### config.mk
export PLATFORM = sky130hd
export DESIGN_NAME = iones_status_bytes
export DESIGN_NICKNAME = d
export VERILOG_FILES = /design/src/inc/iones_pkg.sv /design/src/hw/iones_status_bytes.sv /design/src/hw/iones_slot_eval.sv /design/src/hw/iones_miss_cnt.sv
export VERILOG_INCLUDE_DIRS = /design/src /design/src/inc
export SDC_FILE = /design/constraint.sdc
export NUM_CORES = 1
export LEC_CHECK = 0
export ABC_CLOCK_PERIOD_IN_PS = 2500
export CORE_MARGIN = 5
export CORE_UTILIZATION = 51
export DETAILED_ROUTE_END_ITERATION = 10
export DONT_BUFFER_PORTS = 1
export MAX_ROUTING_LAYER = met4
export PLACE_DENSITY_LB_ADDON = 0.12
export SLEW_MARGIN = 20
export SYNTH_ARGS = -nofsm -noshare
export SYNTH_HDL_FRONTEND = slang
export SYNTH_SLANG_ARGS = --single-unit
### constraint.sdc
create_clock -name clk_i -period 2.5 [get_ports clk_i]
set_clock_uncertainty 0.1 [all_clocks]
set_input_delay 0.5 -clock clk_i [delete_from_list [all_inputs] [get_ports clk_i]]
set_output_delay 0.5 -clock clk_i [all_outputs]
set_load 0.005 [all_outputs]
### src/inc/iones_consts.svh
// iones_consts.svh: offsets, field positions, reset values and counts
// assumes inclusion by bare name from the status-byte design files
`ifndef IONES_CONSTS_SVH
`define IONES_CONSTS_SVH

// ----------------------------------------
// register word offsets
// ----------------------------------------
`define IONES_OFF_CTRL 8'h00
`define IONES_OFF_PERIOD 8'h04
`define IONES_OFF_MSG 8'h08
`define IONES_OFF_SCAN 8'h0c
`define IONES_OFF_INT_STAT 8'h10
`define IONES_OFF_INT_CLR 8'h14
`define IONES_OFF_INT_EN 8'h18

// ----------------------------------------
// field positions
// ----------------------------------------
`define IONES_ST_FRESH 0
`define IONES_ST_SLOW 1
`define IONES_ST_FORCED 2
`define IONES_ST_READY_LOST 7
`define IONES_FT_NONBLOCK 1
`define IONES_FT_SCANNER 3
`define IONES_FT_IOMOD 4
`define IONES_SF_STORE 2
`define IONES_SF_EXT_MASK 8'h58
`define IONES_CTRL_SYNC 0
`define IONES_EV_NETFAIL 0
`define IONES_EV_CMDCLR 1
`define IONES_EV_STOREFAIL 2

// ----------------------------------------
// reset values and counts
// ----------------------------------------
`define IONES_PERIOD_RST 16'h03e8
`define IONES_MISS_LIMIT 3
`define IONES_NUM_EV 3

`endif

### src/inc/iones_pkg.sv
// iones_pkg: types shared by the status-byte design files
// assumes nothing beyond a SystemVerilog compiler
package iones_pkg;

  // slot status codes as sent in the message
  typedef enum logic [7:0] {
    IONES_SLOT_EMPTY = 8'h01,
    IONES_SLOT_DISCORD = 8'h02,
    IONES_SLOT_OPER = 8'h04,
    IONES_SLOT_USERF = 8'h05,
    IONES_SLOT_FAULT = 8'hff
  } iones_slot_type;

  // state of the network-loss flag
  typedef enum logic [0:0] {
    IONES_LINK_OK = 1'b0,
    IONES_LINK_LOST = 1'b1
  } iones_link_type;

endpackage : iones_pkg

### src/hw/iones_status_bytes.sv
// iones_status_bytes: builds status, fault-type, byte 7, scanner and slot bytes
// assumes all inputs come from logic on clk_i; register port on the same clock
//
// Summary of operation
// RL1 - status bit 0 set while any consumed variable freshness/promptness is invalid
// RL2 - status bit 0 clears only when every indicator is valid
// RL3 - status bit 1 set while any analog module is slow scanned
// RL4 - status bit 2 set while any point is forced, programmer or network
// RL5 - status bit 7 set when nest drops to Ready on network loss
// RL6 - any received command clears status bit 7, valid or not, unless a network failure sets it in the same cycle
// RL7 - in synchronous mode more than three missed end-of-cycle is network failure
// RL8 - failing to consume any one variable is network failure
// RL9 - fault-type bit 1 set on any scanner or I/O fault, else low
// RL10 - fault-type bit 3 set while the scanner fault byte is nonzero
// RL11 - fault-type bit 4 set while any slot is not operational
// RL12 - fault-type bits 0, 2, reserved bits and byte 7 always zero
// RL13 - slot status encoded empty, discordant, operational, user fault or fault
// RL14 - scanner fault bit 2 set on failed store, cleared on good store
`include "iones_consts.svh"
`timescale 1ns/100ps
`default_nettype none
module iones_status_bytes
  import iones_pkg::*;
#(
  parameter int NVAR = 4,
  parameter int NSLOT = 8,
  parameter int PW = 16
) (
  input wire logic clk_i,
  input wire logic nrst_i,
  input wire logic [7:0] addr_i,
  input wire logic [31:0] wdata_i,
  input wire logic wr_i,
  input wire logic rd_i,
  output logic [31:0] rdata_o,
  input wire logic [NVAR-1:0] var_fresh_ok_i,
  input wire logic [NVAR-1:0] var_prompt_ok_i,
  input wire logic [NVAR-1:0] var_consumed_i,
  input wire logic eoc_i,
  input wire logic slow_scan_i,
  input wire logic force_programmer_i,
  input wire logic force_network_i,
  input wire logic command_rx_i,
  input wire logic store_done_i,
  input wire logic store_ok_i,
  input wire logic [7:0] scan_fault_ext_i,
  input wire logic [NSLOT-1:0] slot_present_i,
  input wire logic [NSLOT-1:0] slot_match_i,
  input wire logic [NSLOT-1:0] slot_running_i,
  input wire logic [NSLOT-1:0] slot_user_fault_i,
  output logic [7:0] status_byte_o,
  output logic [7:0] fault_byte_o,
  output logic [7:0] unused_byte_o,
  output logic [7:0] scan_fault_o,
  output logic [8*NSLOT-1:0] slot_status_o,
  output logic ready_lost_o,
  output logic irq_o
);

  // ----------------------------------------
  // elaboration checks
  // ----------------------------------------
  if (NVAR < 1 || NVAR > 32)
  begin : g_chk_var
    $error("NVAR must be 1 to 32");
  end
  if (NSLOT < 1 || NSLOT > 8)
  begin : g_chk_slot
    $error("NSLOT must be 1 to 8");
  end
  if (PW < 2 || PW > 32)
  begin : g_chk_pw
    $error("PW must be 2 to 32");
  end
  if ((`IONES_PERIOD_RST >> PW) != 0)
  begin : g_chk_rst
    $error("PW too narrow for the reset period");
  end

  // ----------------------------------------
  // registers
  // ----------------------------------------
  logic sync_mode_q;
  logic [PW-1:0] period_q;
  logic [`IONES_NUM_EV-1:0] int_stat_q;
  logic [`IONES_NUM_EV-1:0] int_stat_d;
  logic [`IONES_NUM_EV-1:0] int_en_q;
  logic [NVAR-1:0] seen_q;
  logic [NVAR-1:0] seen_d;
  iones_link_type link_q;
  iones_link_type link_d;
  logic store_fail_q;
  logic [7:0] status_d;
  logic [7:0] fault_d;
  logic [7:0] scan_d;
  logic [31:0] rdata_d;

  // ----------------------------------------
  // bus decode
  // ----------------------------------------
  wire sel_ctrl = (addr_i == `IONES_OFF_CTRL);
  wire sel_period = (addr_i == `IONES_OFF_PERIOD);
  wire sel_msg = (addr_i == `IONES_OFF_MSG);
  wire sel_scan = (addr_i == `IONES_OFF_SCAN);
  wire sel_stat = (addr_i == `IONES_OFF_INT_STAT);
  wire sel_clr = (addr_i == `IONES_OFF_INT_CLR);
  wire sel_en = (addr_i == `IONES_OFF_INT_EN);
  wire wr_ctrl = wr_i && sel_ctrl;
  wire wr_period = wr_i && sel_period;
  wire wr_clr = wr_i && sel_clr;
  wire wr_en = wr_i && sel_en;

  // ----------------------------------------
  // end-of-cycle watch and consumption check
  // ----------------------------------------
  logic window;
  logic miss_fail;

  iones_miss_cnt #(
    .PW(PW)
  ) u_miss (
    .clk_i(clk_i),
    .nrst_i(nrst_i),
    .eoc_i(eoc_i),
    .sync_mode_i(sync_mode_q),
    .period_i(period_q),
    .window_o(window),
    .fail_o(miss_fail)
  );

  wire [NVAR-1:0] seen_now = seen_q | var_consumed_i;
  wire consume_fail = window && (seen_now != {NVAR{1'b1}}); // RL8
  wire net_fail = miss_fail || consume_fail; // RL7 RL8
  assign seen_d = window ? '0 : seen_now;

  // ----------------------------------------
  // network-loss Ready flag, set wins over clear
  // ----------------------------------------
  assign link_d = net_fail ? IONES_LINK_LOST :
                  command_rx_i ? IONES_LINK_OK : link_q; // RL5 RL6
  wire cmd_cleared = command_rx_i && !net_fail && (link_q == IONES_LINK_LOST);

  // ----------------------------------------
  // slot encoders
  // ----------------------------------------
  logic [NSLOT-1:0] slot_fault;
  iones_slot_type slot_code [NSLOT];

  for (genvar s = 0; s < NSLOT; s++)
  begin : g_slot
    iones_slot_eval u_slot (
      .clk_i(clk_i),
      .nrst_i(nrst_i),
      .present_i(slot_present_i[s]),
      .match_i(slot_match_i[s]),
      .running_i(slot_running_i[s]),
      .user_fault_i(slot_user_fault_i[s]),
      .code_o(slot_code[s]),
      .fault_o(slot_fault[s])
    );
  end

  // ----------------------------------------
  // message bytes
  // ----------------------------------------
  wire fresh_bad = |(~(var_fresh_ok_i & var_prompt_ok_i)); // RL1 RL2
  wire store_fail_evt = store_done_i && !store_ok_i;
  wire store_fail_d = store_done_i ? !store_ok_i : store_fail_q; // RL14
  wire io_fault = |slot_fault; // RL11
  wire scan_fault_any = |scan_d; // RL10

  assign scan_d = (scan_fault_ext_i & `IONES_SF_EXT_MASK)
                | (8'h01 << `IONES_SF_STORE) & {8{store_fail_d}}; // RL14

  always_comb
  begin
    status_d = 8'h00; // RL12
    status_d[`IONES_ST_FRESH] = fresh_bad; // RL1 RL2
    status_d[`IONES_ST_SLOW] = slow_scan_i; // RL3
    status_d[`IONES_ST_FORCED] = force_programmer_i || force_network_i; // RL4
    status_d[`IONES_ST_READY_LOST] = (link_d == IONES_LINK_LOST); // RL5
    fault_d = 8'h00; // RL12
    fault_d[`IONES_FT_NONBLOCK] = scan_fault_any || io_fault; // RL9
    fault_d[`IONES_FT_SCANNER] = scan_fault_any; // RL10
    fault_d[`IONES_FT_IOMOD] = io_fault; // RL11
  end

  // ----------------------------------------
  // interrupt status, set wins over clear
  // ----------------------------------------
  wire [`IONES_NUM_EV-1:0] ev_set = {store_fail_evt, cmd_cleared, net_fail};
  wire [`IONES_NUM_EV-1:0] ev_clr = wr_clr ? wdata_i[`IONES_NUM_EV-1:0] : '0;
  assign int_stat_d = ev_set | (int_stat_q & ~ev_clr);

  // ----------------------------------------
  // read mux
  // ----------------------------------------
  always_comb
  begin
    rdata_d = 32'h0000_0000;
    if (rd_i)
    begin
      if (sel_ctrl)
      begin
        rdata_d[`IONES_CTRL_SYNC] = sync_mode_q;
      end
      else if (sel_period)
      begin
        rdata_d[PW-1:0] = period_q;
      end
      else if (sel_msg)
      begin
        rdata_d = {scan_fault_o, unused_byte_o, fault_byte_o, status_byte_o};
      end
      else if (sel_scan)
      begin
        rdata_d[7:0] = scan_fault_o;
      end
      else if (sel_stat)
      begin
        rdata_d[`IONES_NUM_EV-1:0] = int_stat_q;
      end
      else if (sel_en)
      begin
        rdata_d[`IONES_NUM_EV-1:0] = int_en_q;
      end
    end
  end

  // ----------------------------------------
  // control registers
  // ----------------------------------------
  always_ff @(posedge clk_i or negedge nrst_i)
  begin
    if (!nrst_i)
    begin
      sync_mode_q <= 1'b0;
    end
    else if (wr_ctrl)
    begin
      sync_mode_q <= wdata_i[`IONES_CTRL_SYNC];
    end
  end

  always_ff @(posedge clk_i or negedge nrst_i)
  begin
    if (!nrst_i)
    begin
      period_q <= PW'(`IONES_PERIOD_RST);
    end
    else if (wr_period)
    begin
      period_q <= wdata_i[PW-1:0];
    end
  end

  always_ff @(posedge clk_i or negedge nrst_i)
  begin
    if (!nrst_i)
    begin
      int_en_q <= '0;
    end
    else if (wr_en)
    begin
      int_en_q <= wdata_i[`IONES_NUM_EV-1:0];
    end
  end

  // ----------------------------------------
  // network-loss and consumption state
  // ----------------------------------------
  always_ff @(posedge clk_i or negedge nrst_i)
  begin
    if (!nrst_i)
    begin
      link_q <= IONES_LINK_OK;
      seen_q <= '0;
    end
    else
    begin
      link_q <= link_d;
      seen_q <= seen_d;
    end
  end

  // ----------------------------------------
  // scanner and interrupt state
  // ----------------------------------------
  always_ff @(posedge clk_i or negedge nrst_i)
  begin
    if (!nrst_i)
    begin
      store_fail_q <= 1'b0;
      int_stat_q <= '0;
    end
    else
    begin
      store_fail_q <= store_fail_d;
      int_stat_q <= int_stat_d;
    end
  end

  // ----------------------------------------
  // message outputs
  // ----------------------------------------
  always_ff @(posedge clk_i or negedge nrst_i)
  begin
    if (!nrst_i)
    begin
      rdata_o <= 32'h0000_0000;
      status_byte_o <= 8'h00;
      fault_byte_o <= 8'h00;
      unused_byte_o <= 8'h00;
      scan_fault_o <= 8'h00;
      ready_lost_o <= 1'b0;
      irq_o <= 1'b0;
    end
    else
    begin
      rdata_o <= rdata_d;
      status_byte_o <= status_d;
      fault_byte_o <= fault_d;
      unused_byte_o <= 8'h00; // RL12
      scan_fault_o <= scan_d;
      ready_lost_o <= (link_d == IONES_LINK_LOST);
      irq_o <= |(int_stat_d & int_en_q);
    end
  end

  // ----------------------------------------
  // slot status bytes
  // ----------------------------------------
  always_comb
  begin
    slot_status_o = '0;
    for (int i = 0; i < NSLOT; i++)
    begin
      slot_status_o[8*i +: 8] = slot_code[i];
    end
  end

endmodule : iones_status_bytes
`default_nettype wire

### src/hw/iones_slot_eval.sv
// iones_slot_eval: encodes one slot's status byte and fault flag
// assumes slot condition inputs come from logic on clk_i
`timescale 1ns/100ps
`default_nettype none
module iones_slot_eval
  import iones_pkg::*;
(
  input wire logic clk_i,
  input wire logic nrst_i,
  input wire logic present_i,
  input wire logic match_i,
  input wire logic running_i,
  input wire logic user_fault_i,
  output var iones_pkg::iones_slot_type code_o,
  output logic fault_o
);

  iones_slot_type code_d;
  iones_slot_type code_q;

  // ----------------------------------------
  // encoding, worst condition first
  // ----------------------------------------
  assign code_d = !present_i ? IONES_SLOT_EMPTY :
                  !match_i ? IONES_SLOT_DISCORD :
                  !running_i ? IONES_SLOT_FAULT :
                  user_fault_i ? IONES_SLOT_USERF : IONES_SLOT_OPER; // RL13

  always_ff @(posedge clk_i or negedge nrst_i)
  begin
    if (!nrst_i)
    begin
      code_q <= IONES_SLOT_EMPTY;
    end
    else
    begin
      code_q <= code_d;
    end
  end

  assign code_o = code_q;
  assign fault_o = (code_q != IONES_SLOT_OPER); // RL11

endmodule : iones_slot_eval
`default_nettype wire

### src/hw/iones_miss_cnt.sv
// iones_miss_cnt: watches end-of-cycle events and closes observation windows
// assumes eoc_i is a one-cycle pulse from logic on clk_i
`include "iones_consts.svh"
`timescale 1ns/100ps
`default_nettype none
module iones_miss_cnt #(
  parameter int PW = 16
) (
  input wire logic clk_i,
  input wire logic nrst_i,
  input wire logic eoc_i,
  input wire logic sync_mode_i,
  input wire logic [PW-1:0] period_i,
  output logic window_o,
  output logic fail_o
);

  logic [PW-1:0] timer_q;
  logic [2:0] miss_q;
  logic expire;
  logic fail_d;

  // ----------------------------------------
  // window timer and miss count
  // ----------------------------------------
  assign expire = (timer_q >= period_i) && !eoc_i;
  assign window_o = sync_mode_i ? eoc_i : expire;
  assign fail_d = sync_mode_i && expire && (miss_q == 3'(`IONES_MISS_LIMIT)); // RL7

  always_ff @(posedge clk_i or negedge nrst_i)
  begin
    if (!nrst_i)
    begin
      timer_q <= '0;
      miss_q <= '0;
      fail_o <= 1'b0;
    end
    else
    begin
      fail_o <= fail_d;
      if (eoc_i || expire)
      begin
        timer_q <= '0;
      end
      else
      begin
        timer_q <= timer_q + PW'(1);
      end
      if (eoc_i || !sync_mode_i)
      begin
        miss_q <= '0;
      end
      else if (expire && miss_q != 3'(`IONES_MISS_LIMIT + 1))
      begin
        miss_q <= miss_q + 3'd1; // RL7
      end
    end
  end

endmodule : iones_miss_cnt
`default_nettype wire

Yosys cells after proc, flatten, opt, wreduce, memory -nomap -nowiden --
Cells that the tools add are included.
Storage, ports and cells: flip-flop bits (word level) 160, input bits 103, output and inout port bits 130, word-level logic and storage cells 130
Cells by class: $add $sub $neg 2, order comparisons 1, eq/ne operators 17, mux-type cells 52, bitwise logic cells 8, reductions and logical operators 27
Operator list (number):
- two-way mux 8 bit | 25
- inequality test 8 x 3 -> 1 bit (second input constant) | 8
- two-way mux 16 bit | 3
- two-way mux 32 bit | 1
- two-way mux 31 bit | 1
- equality test 8 x 5 -> 1 bit (second input constant) | 3
- two-way mux 23 bit | 1
- two-way mux 3 bit | 6
- adder 16 x 1 -> 16 bit (second input constant) | 1
- equality test 8 x 4 -> 1 bit (second input constant) | 2
- greater-or-equal comparator 16 bit | 1
- OR reduction 8 bit | 2
- two-way mux 1 bit | 13
- logical AND 1 bit | 12
- equality test 8 x 3 -> 1 bit (second input constant) | 1
- zero test 8 bit | 1
- two-way mux 4 bit | 2
- bitwise OR 7 x 3 -> 7 bit | 1
- bitwise AND 3 bit | 2
- logical OR 1 bit | 5
- bitwise AND 4 bit | 1
- zero test 1 bit | 4
- inequality test 4 bit (second input constant) | 1
- NOT 4 bit | 1
- other kinds (9) | 9

Longest topological paths before layout --
Gate-level depths: netlist of the first run.
depth in word-level cells 11, mapped depth 9, gate-level depth less buffers 8

Hierarchy --
A second synthesis of the first run with hierarchy kept.
Unflattened totals: cell total of the unflattened synthesis 495, area, all modules 5476.5 um^2
Modules (own cells, without submodules):
- iones_status_bytes | instances 1, cells an instance 217, area an instance 2680.1 um^2, sequential area each 1483.9 um^2
- iones_slot_eval | instances 8, cells an instance 15, area an instance 176.4 um^2, sequential area each 101.3 um^2
- iones_miss_cnt | instances 1, cells an instance 158, area an instance 1385.1 um^2, sequential area each 500.5 um^2

Worst setup path after synthesis of the first run --
OpenSTA, ideal clock, no wires.
kind register to register, start point reg u_miss.timer_q[0], end point reg irq_o, setup time 0.126 ns, arrival time 2.372 ns, required time 2.274 ns, slack -0.098 ns, cell stages (with the launch flop) 10, path buffers 1, period minus slack after synthesis 2.598 ns, path through dfrtp_1 inv_1 ha_1 nand2b_4 a2111oi_4 o21ai_1 a211o_1 buf_6 a221o_1 a221o_1
Between the ends: elaborated cells on any way between the ends 11, those cells by class order compare: 1; mux: 1; bitwise: 2; reduce/logical: 7
RTL lines:
- start, declared | line iones_miss_cnt.sv:18 | logic [PW-1:0] timer_q;
- start signal, assigned | line iones_miss_cnt.sv:47 | timer_q <= timer_q + PW'(1);
- greater-or-equal comparator 16 bit | line iones_miss_cnt.sv:26 | assign expire = (timer_q >= period_i) && !eoc_i;
- logical AND 1 bit | line iones_miss_cnt.sv:26
- two-way mux 1 bit | line iones_miss_cnt.sv:27 | assign window_o = sync_mode_i ? eoc_i : expire;
- logical AND 1 bit | line iones_status_bytes.sv:132 | wire consume_fail = window && (seen_now != {NVAR{1'b1}});
- logical OR 1 bit | line iones_status_bytes.sv:133 | wire net_fail = miss_fail || consume_fail;
- bitwise OR 3 bit | line iones_status_bytes.sv:193 | assign int_stat_d = ev_set | (int_stat_q & ~ev_clr);
- via int_stat_d[0] | line iones_status_bytes.sv:86 | logic [`IONES_NUM_EV-1:0] int_stat_d;
- bitwise AND 3 bit | line iones_status_bytes.sv:326 | irq_o <= |(int_stat_d & int_en_q);
- OR reduction 3 bit | line iones_status_bytes.sv:326
- end signal, assigned | line iones_status_bytes.sv:326
- end, declared | line iones_status_bytes.sv:57 | output logic irq_o
The timed path passes the listed nets, and every way through them passes these cells. A chain may end at the register's enable or synchronous reset.

Final worst setup path of the first run --
start point reg period_q[5], end point reg irq_o
Between the ends: elaborated cells on any way between the ends 11, those cells by class order compare: 1; mux: 1; bitwise: 2; reduce/logical: 7
RTL lines:
- start, declared | line iones_status_bytes.sv:84 | logic [PW-1:0] period_q;
- start signal, assigned | line iones_status_bytes.sv:249 | period_q <= PW'(`IONES_PERIOD_RST);
- start signal, assigned | line iones_status_bytes.sv:253 | period_q <= wdata_i[PW-1:0];
- greater-or-equal comparator 16 bit | line iones_miss_cnt.sv:26
- logical AND 1 bit | line iones_miss_cnt.sv:26
- two-way mux 1 bit | line iones_miss_cnt.sv:27
- logical AND 1 bit | line iones_status_bytes.sv:132
- logical OR 1 bit | line iones_status_bytes.sv:133
- bitwise OR 3 bit | line iones_status_bytes.sv:193
- via int_stat_d[0] | line iones_status_bytes.sv:86
- bitwise AND 3 bit | line iones_status_bytes.sv:326
- OR reduction 3 bit | line iones_status_bytes.sv:326
The timed path passes the listed nets, and every way through them passes these cells.

==> key figures, run 1 <==
STA
  • Fin crit period: 2.478 ns
  • Highest Clock Rate: 403.5 MHz
  • Relative slew slack: about two fifths
  • RSZ-0062 raised after global routing: true
  • Tcrit/Tclk final: 99.13%
  • Hold_ws: -0.3029 ns
  • Final hold violation count: between 100 and 150
  • Least-Margin Pin Slew: between 0.8 and 0.9 ns
  • Final setup fails: 0
  • Setup slack after layout: ~0.022 ns
  • Slew Limit Fails: 0
  • Setup TNS: 0 ns

Logic synthesis
  • Leading area contributor after synthesis: dfrtp_1
  • Syn Std Cell Area: 5338 um2
  • Share of the synthesized area in the top cell type: 45.48%
  • Post-synth EDFFs: 0
  • YS warnings: 0
  • Sequential area share after synthesis: about 52%
  • Post-Syn Instances: 490
  • Synth cell count leaders: dfrtp_1 (97), buf_4 (67), nor2_1 (35)
  • FFs w/ async S/R, synth: 100.0%
  • Mean Syn Cell Area: approximately 11 um2
  • Most numerous cell in the Yosys netlist: dfrtp_1
  • Yosys reg bits: around 110
  • Area contributors post-synth: dfrtp_1 (45%), buf_4 (9.4%), dfstp_2 (6.9%), ha_1 (4.7%), mux2_2 (4.6%)
  • Library cells used by synthesis: 49
  • Top_reg_cell synth: dfrtp_1

Final layout
  • Nets@finish: 603
  • Layout cells sized above 1: approximately 17%
  • Area grow syn2layout: 2.860%
  • Number of antenna diodes: 0
  • Finished Cell Area: 5490 um2

Floorplan
  • Die height: about 110 um
  • Row count: 37
  • Die area: 12610 um2
  • I/O pin count: 233
  • Initial core utilization: between 50% and 60%
  • Die width: ~110 um
  • Core box area: roughly 10000 um2

Place
  • Port bufs: 0
  • Post-place setup slack: -0.09618 ns
  • Post-DP Area: roughly 5200 um2
  • Post-DP HPWL: 8.769 mm
  • Routability congestion estimate: 0.8259

Clock tree
  • Root Driver: clkbuf_8
  • Clock Tree Buf Depth: 2
  • H-tree lvl count: 3
  • Worst skew pair latency: 0.39 ns
  • CTS tree: built
  • Clock-pin slew on the worst setup and hold paths: 0.11 ns
  • Cts bufs inserted: 9
  • Number of clock sinks: 111

Critical path
  • Critical Path Max Stage Delay: 0.55 ns
  • CP Capture Type: flip-flop
  • Crit path buf inv count: 1
  • Critical path class: flip-flop to flip-flop
  • Slowest CP cell: dfstp_2
  • Worst path cell trace: inv_2 > ha_4 > o21a_1 > o21ai_2 > a2111oi_4 > a211o_1 > a221o_1 > a221o_1
  • Crit path arrival time: around 2.7 ns
  • Crit path max-delay family: compound AO/OA/AOI/OAI gates
  • Critical Path RT: 2.68 ns
  • Worst Setup Start Kind: flip-flop
  • Most Frequent Cell on Critical Path: a221o_1
  • R2r setup slk: ~0.022 ns
  • CP Max Fanout: 3

Pwr
  • Combinational Power Share: 10.9%
  • Design Power: 3.374 mW
  • Leakage power: 2.522 nW
  • Psw: 909.7 uW
  • PwrDens: 614.6 nW/um2
  • Internal power: 2.465 mW
  • Peak supply drop: 0.4402 mV
  • Switching share of power: approximately 27%
  • Clock power share: 30.6%
  • Flop pwr share: 58.5%

GRT
  • Initial antenna violation count: 0
  • Gr usage total: 19.46%
  • First-pass GRT wire length: 18.46 mm
  • Gr ovfl total: 0
  • Vias in the first global route: about 3500
  • Largest net degree at the start of global routing: 112

Route
  • DRT Wirelength: between 10 and 15 mm
  • DR pass1 iterations: 5
  • DR DRC count: 0
  • Post-DR wirelength/cell: approximately 19 um
  • DR iter-0 viols: 178
  • Number of routed nets with antenna violations: 0
  • Via count: 3303
  • Mean number of vias per cell: roughly 5.3

Status
  • Status: complete, but fails checks
  • Failing checks: hold timing

Job
  • Max_cap viols: 0

Worst hold path
  • Hold Crit Class: input pin to asynchronous set/reset pin
## power groups by stage
| stage | Sequential, mW | Combinational (mW) | Clock [mW] |
|---|---|---|---|
| after floorplan | 1.98 | 0.312 | 0 |
| after global placement | 2.01 | 0.321 | 0 |
| after detailed placement | 2.02 | 0.329 | 0 |
| after CTS | 1.98 | 0.343 | 1.09 |
| after global routing | 1.99 | 0.413 | 1.16 |
| final | 1.98 | 0.367 | 1.03 |
## what timing repair did
action                                  4_1_cts  5_1_grt
hold endpoints to repair                    114      112
pin swaps                                     3        1
buffers inserted                              1        2
gates resized for setup                       3        4
endpoints found under the setup margin        2        7
hold buffers                                  3        1
## placed cells by master, fill, tap and decap left out, types with 14 or more instances in the layout
cell     count
and2_1      17
and3_1      16
buf_4       17
conb_1      33
dfrtp_1     97
dfstp_2     14
ha_1        18
inv_1       32
mux2_2      22
nand2_1     26
nor2_1      35
o21ai_0     16
## worst paths after layout
| path | startpoint | endpoint | cells after the start |
|---|---|---|---|
| worst min-delay path | nrst_i | seen_q[0] | 0 |
| max in group asynchronous | nrst_i | period_q[5] | 0 |
| worst max-delay path | period_q[5] | irq_o | 8 |
| worst min register to register | seen_q[3] | seen_q[3] | 2 |
| worst max register to register | period_q[5] | irq_o | 8 |
| min in group clk_i | slot_present_i[7] | g_slot[7].u_slot.code_o[0] | 1 |
## final cells by class
type                            count  area, um2
Multi-Input combinational cell    303       2049
Timing Repair Buffer               21      167.7
Clock buffer                       11      131.4
Clock inverter                      5      48.80
Fill cell                         937       4787
Sequential cell                   111       2795
Inverter                           34      127.6
Tap cell                          136      170.2
## state kept, by name, summed over array words and instances, names as in the netlist, 3 cells and up
name                  count
status_byte_o             4
fault_byte_o              3
int_stat_q                3
seen_q                    4
rdata_o                  20
int_en_q                  3
u_miss.miss_q             3
g_slot.u_slot.code_o     32
scan_fault_o              4
u_miss.timer_q           16
period_q                 16
## cell families after synthesis
| kind of cell | Yosys count | synth area share, % |
|---|---|---|
| multiplexers | 22 | 4.641 |
| AO/OA/AOI/OAI | 71 | 9.259 |
| adder cells (fa/ha/maj) | 20 | 4.688 |
| other | 1 | 0.07026 |
| XOR/XNOR | 10 | 1.641 |
| flip-flops | 111 | 52.37 |
| buffers and inverters | 108 | 12.47 |
| AND/OR/NAND/NOR | 147 | 14.86 |
## per-stage QoR
stage	instances	util, %
finish	621	53.42
global route	621	53.42
CTS	618	52.93
detailed placement	598	50.61
global placement	598	50.61
floorplan	522	-
## layer usage
| layer | global-route usage (%) | routed length, um |
|---|---|---|
| met3 | 7.871 | 1120 |
| met4 | 4.647 | 107 |
| met2 | 32.34 | 6070 |
| met5 | - | 0 |
| met1 | 22.12 | 4410 |
Power figures use the tool's default switching activity.
==> run 2: changes to the inputs <==
- ABC_AREA: not set -> 1
==> run 2 against run 1 <==
Effect of this change:
- the flow still finishes with violations (hold timing)
- register-to-register slack better by 0.35 ns
- sequential power about the same
- non-clock buffer count down 15
- critical endpoint is now u_miss.miss_q[2]
- largest power group unchanged
- highest routed layer unchanged
==> key figures, run 2 <==
Status
  • Status: complete, but fails checks
  • Failing checks: hold timing

STA
  • Hold_ws: -0.3043 ns
  • Fin crit period: about 2.1 ns
  • Least-Margin Pin Slew: 0.7126 ns
  • Setup TNS: 0 ns
  • Slew Limit Fails: 0
  • Final hold violation count: about 110
  • Tcrit/Tclk final: 85.13%
  • Final setup fails: 0
  • Relative slew slack: 52.05%
  • Highest Clock Rate: 469.8 MHz
  • RSZ-0062 raised after global routing: false

Critical path
  • Most Frequent Cell on Critical Path: nand2_1
  • Critical Path RT: 2.71 ns
  • Worst path cell trace: inv_1 > ha_1 > nand2_1 > nor2_1 > nor2_1 > nand2_1 > nand2_1 > nand2_1 > nand2_1 > nand2_1 > nand2_1 > nor3_1 > inv_1 > o22ai_1
  • Crit path arrival time: approximately 2.3 ns
  • Crit path buf inv count: 2
  • Critical path class: flip-flop to flip-flop
  • Worst Setup Start Kind: flip-flop
  • Critical Path Max Stage Delay: 0.55 ns
  • Slowest CP cell: dfstp_2
  • CP Capture Type: flip-flop
  • CP Max Fanout: 3
  • Crit path max-delay family: simple AND/OR/NAND/NOR gates

Final layout
  • # fillers: between 900 and 1000
  • Multi-input combinational cell area: 1906 um2
  • Layout Utilization: a little over half
  • Commonest cells after routing, fill and taps aside: dfrtp_1 (97), inv_1 (89), nand2_1 (77)
  • Layout cells sized above 1: 12.52%
  • Max reg flops: 32
  • Area grow syn2layout: 0.1149%
  • Register Area: 2795 um2
  • Number of antenna diodes: 0
  • Commonest non-fill, non-tap cell in the layout: dfrtp_1
  • Nets@finish: 677

Logic synthesis
  • Compound-Gate Fraction of Synth Area: ~7.0%
  • Post-synth EDFFs: 0
  • Simple-Gate Fraction of Synth Area: approximately 18%
  • Library cells used by synthesis: 41
  • Sequential area share after synthesis: between 50% and 60%
  • Area contributors post-synth: dfrtp_1 (45%), buf_4 (9.2%), dfstp_2 (6.8%), inv_1 (6.1%), nand2_1 (5.3%)
  • Area share of fa/ha/maj cells after synthesis: 4.600%
  • Leading area contributor after synthesis: dfrtp_1
  • Yosys reg bits: 111
  • YS warnings: 0
  • Post-Syn Instances: between 500 and 600
  • Synth cell count leaders: dfrtp_1 (97), inv_1 (89), nand2_1 (77)
  • Share of the synthesized area in the top cell type: 44.62%
  • FFs w/ async S/R, synth: 100.0%
  • Largest family of logic cells by synthesized area: simple AND/OR/NAND/NOR gates
  • Syn Std Cell Area: 5440 um2
  • Mux share of post-synthesis cell area: under 10%
  • Most numerous cell in the Yosys netlist: dfrtp_1
  • Synth Area in XOR/XNOR: 0.6440%
  • Mean Syn Cell Area: 9.445 um2
  • Top_reg_cell synth: dfrtp_1

Clock tree
  • Clock-pin slew on the worst setup and hold paths: 0.10 ns
  • Number of clock sinks: 111
  • Post-CTS Setup Inserts: 0
  • Worst skew pair latency: 0.39 ns
  • CTS tree: built
  • Clock Tree Buf Depth: 2
  • H-tree lvl count: 3
  • CTS resizes: 0
  • Root Driver: clkbuf_8
  • Cts bufs inserted: 9

GRT
  • First-pass GRT wire length: between 15 and 20 mm
  • Initial antenna violation count: 0
  • Gr ovfl total: 0
  • Vias in the first global route: 3635
  • Largest net degree at the start of global routing: 112
  • Gr usage total: 18.35%

Floorplan
  • Die width: 113.3 um
  • Row count: 37
  • Die height: 113.3 um
  • I/O pin count: 233
  • Initial core utilization: 52.46%
  • Die area: 12830 um2
  • Core box area: 10370 um2

Job
  • Max_cap viols: 0

Route
  • DR DRC count: 0
  • Post-DR wirelength/cell: about 16 um
  • DR iter-0 viols: 240
  • Number of routed nets with antenna violations: 0
  • DR pass1 iterations: 4
  • DRT Wirelength: 11.07 mm
  • Via count: 3475
  • Mean number of vias per cell: 5.000

Place
  • Post-DP HPWL: 8.472 mm
  • Routability congestion estimate: about 0.85
  • Port bufs: 0

Worst hold path
  • Hold Crit Class: input pin to asynchronous set/reset pin

Pwr
  • Peak supply drop: about 0.55 mV
  • Leakage power: 2.565 nW
  • PwrDens: 590.4 nW/um2
## run 2: per-layer routing
| layer | share of wire [%] | wire (um) | track usage [%] |
|---|---|---|---|
| met5 | 0 | 0 | - |
| met1 | 41 | 4536 | 21.22 |
| met3 | 8.8 | 973 | 8.342 |
| met4 | 1.5 | 171 | 5.128 |
| met2 | 49 | 5384 | 28.99 |
## run 2: area by class of cell
class | instances | share of cell area [%]
Clock buffer | 11 | 2.596
Clock inverter | 5 | 0.7581
Inverter | 90 | 6.203
Multi-Input combinational cell | 336 | 34.99
Sequential cell | 111 | 51.32
Tap cell | 136 | 3.124
Timing Repair Buffer | 6 | 1.011
## run 2: stage by stage
stage	worst slack (ns)	area, um2	instances	hold WS, ns	power [mW]
6_report	0.3716	5446	695	-0.3043	3.215
5_1_grt	0.1035	5446	695	-0.3538	3.403
4_1_cts	0.3477	5406	691	-0.3430	3.264
3_5_place_dp	0.3582	5224	675	0.1074	2.233
3_3_place_gp	0.3909	5224	675	0.1078	2.223
2_1_floorplan	0.5246	5560	608	0.1044	2.229
## run 2: kinds of logic after synthesis
family	count (synthesis)
AO/OA/AOI/OAI	67
XOR/XNOR	4
adder cells (fa/ha/maj)	20
buffers and inverters	161
flip-flops	111
multiplexers	13
other	1
AND/OR/NAND/NOR	199
## run 2: path summary, 6_finish.rpt
check	start	to	slack [ns]	cells past startpoint
setup reg to reg	period_q[3]	u_miss.miss_q[2]	0.37	14
hold reg to reg	period_q[1]	period_q[1]	0.40	2
min in group clk_i	scan_fault_ext_i[3]	scan_fault_o[3]	0.03	0
max in group asynchronous	nrst_i	period_q[8]	2.36	0
hold / removal	nrst_i	scan_fault_o[3]	-0.30	0
setup / recovery	period_q[3]	u_miss.miss_q[2]	0.37	14
## run 2: report_power, final
group | switching, mW | internal [mW] | total (mW) | leakage [nW]
registers | 0.0709 | 1.88 | 1.95 | 1.39
logic | 0.160 | 0.0891 | 0.249 | 1.09
clock network | 0.617 | 0.399 | 1.02 | 0.0866
==> run 3: changes to the inputs <==
- ABC_CLOCK_PERIOD_IN_PS: 2500 -> 2600
- SKIP_LAST_GASP: not set -> 1
- clock period: 2.5 -> 2.6 ns (I/O delays scaled with it)
==> run 3 against run 2 <==
Effect of this change:
- the run still ends with hold timing left
- power grew 0.39%
- combinational power shrank 6%
- final cell count shrank 0.58%
- sequential share of layout area grew 0.083 points
- critical path type unchanged
- highest routed layer unchanged
==> key figures, run 3 (synthesis results as in run 2) <==
Route
  • DRT Wirelength: approximately 11 mm
  • Post-DR wirelength/cell: 15.96 um
  • Number of routed nets with antenna violations: 0
  • Mean number of vias per cell: 5.061
  • DR iter-0 viols: 227
  • DR pass1 iterations: 6
  • DR DRC count: 0
  • Via count: 3497

GRT
  • Gr usage total: 18.03%
  • Initial antenna violation count: 0
  • Gr ovfl total: 0
  • First-pass GRT wire length: 17.66 mm
  • Largest net degree at the start of global routing: 112
  • Vias in the first global route: roughly 3700

Floorplan
  • Initial core utilization: between 50% and 60%
  • Die area: 12830 um2
  • Core box area: 10370 um2
  • Die width: ~110 um
  • Die height: 113.3 um
  • Row count: 37
  • I/O pin count: 233

Critical path
  • Critical path class: flip-flop to flip-flop
  • Most Frequent Cell on Critical Path: nand2_1
  • CP Capture Type: flip-flop
  • Worst Setup Start Kind: flip-flop
  • Slowest CP cell: dfstp_2
  • Critical Path Max Stage Delay: 0.56 ns
  • Critical Path RT: 2.80 ns
  • Worst path cell trace: inv_1 > ha_1 > nand2_1 > nor2_1 > nor2_1 > nand2_1 > nand2_1 > nand2_1 > nand2_1 > nand2_1 > nand2_1 > nor3_1 > inv_1 > o22ai_1
  • CP Max Fanout: 3
  • Crit path arrival time: 2.33 ns

Clock tree
  • Root Driver: clkbuf_8
  • Worst skew pair latency: 0.37 ns
  • CTS tree: built
  • Post-CTS Setup Inserts: 0
  • H-tree lvl count: 3
  • Clock-pin slew on the worst setup and hold paths: 0.10 ns
  • Cts bufs inserted: 9
  • CTS resizes: 0
  • Clock Tree Buf Depth: 2
  • Number of clock sinks: 111

STA
  • Slew Limit Fails: 0
  • Relative slew slack: 61.88%
  • Final setup fails: 0
  • RSZ-0062 raised after global routing: false
  • Final hold violation count: roughly 110
  • Setup TNS: 0 ns
  • Highest Clock Rate: ~470 MHz
  • Least-Margin Pin Slew: 0.5665 ns
  • Tcrit/Tclk final: between 80 and 90%
  • Fin crit period: about 2.1 ns
  • Hold_ws: -0.2690 ns

Worst hold path
  • Hold Crit Class: input pin to asynchronous set/reset pin

Final layout
  • Max reg flops: 32
  • Nets@finish: 673
  • Layout cells sized above 1: about an eighth
  • Number of antenna diodes: 0
  • Layout Utilization: 52.44%
  • Commonest non-fill, non-tap cell in the layout: dfrtp_1
  • # fillers: 958
  • Commonest cells after routing, fill and taps aside: dfrtp_1 (97), inv_1 (89), nand2_1 (77)
  • Area grow syn2layout: -0.04592%

Pwr
  • Leakage power: 2.569 nW
  • PwrDens: ~600 nW/um2
  • Design Power: 3.228 mW
  • Peak supply drop: 0.2192 mV

Status
  • Status: complete, but fails checks
  • Failing checks: hold timing

Place
  • Routability congestion estimate: roughly 0.84
  • Port bufs: 0
  • Post-DP HPWL: 8.541 mm

Job
  • Max_cap viols: 0
-- run 3: cell types whose count changed in the layout (fill, tap and decap cells not counted) --
cell / change
clkinv_2: +1
clkbuf_1: +1
inv_6: -2
bufinv_16: +2
dlygate4sd3_1: -4
clkbuf_8: -1
clkinv_4: +1
clkinvlp_4: -2
-- run 3: area by class of cell --
class,count,area [um2],share of cell area (%)
flip-flops and latches,111,2795,51.40
multi-input cells,336,1906,35.04
inverters,90,337.8,6.213
well taps,136,170.2,3.129
clock buffers,11,131.4,2.416
clock inverters,5,82.58,1.519
repair buffers,2,15.01,0.2761
-- run 3: stage by stage --
stage	cells	setup slack (ns)	hold WS, ns	instance area [um2]
after floorplan	608	0.6246	0.1244	5560
after global placement	675	0.5059	0.1278	5224
after detailed placement	675	0.4773	0.1274	5224
after CTS	691	0.4503	-0.2904	5438
after global routing	691	0.1461	-0.2907	5438
final	691	0.4692	-0.2690	5438
-- run 3: path summary, 6_finish.rpt --
path	from	end	slack (ns)	cells past startpoint
setup / recovery	period_q[3]	u_miss.miss_q[2]	0.47	14
hold / removal	nrst_i	rdata_o[28]	-0.27	0
setup reg to reg	period_q[3]	u_miss.miss_q[2]	0.47	14
hold reg to reg	period_q[13]	period_q[13]	0.40	1
max in group asynchronous	nrst_i	g_slot[4].u_slot.code_o[0]	2.36	0
min in group clk_i	scan_fault_ext_i[4]	scan_fault_o[4]	0.07	0
-- run 3: layer usage --
| metal | vias to the layer above | global-route usage (%) | share of wire [%] |
|---|---|---|---|
| li1 | 1688 | - | - |
| met1 | 1659 | 21.19 | 40 |
| met2 | 134 | 29.62 | 49 |
| met3 | 16 | 4.706 | 8.3 |
| met4 | 0 | 7.131 | 1.9 |
| met5 | - | - | 0 |
-- run 3: report_power, final --
| part | total [mW] | internal, mW | switching (mW) |
|---|---|---|---|
| registers | 1.88 | 1.81 | 0.0690 |
| logic | 0.233 | 0.0815 | 0.152 |
| clock network | 1.12 | 0.546 | 0.572 |
-- run 3: worst max-delay path: cells and delay by family (launching register included) --
| family | cells | cell delay, ns |
|---|---|---|
| flops | 1 | 0.56 |
| compound gates | 1 | 0.11 |
| simple gates | 10 | 0.86 |
| buf+inv | 2 | 0.13 |
| fa+ha+maj | 1 | 0.29 |
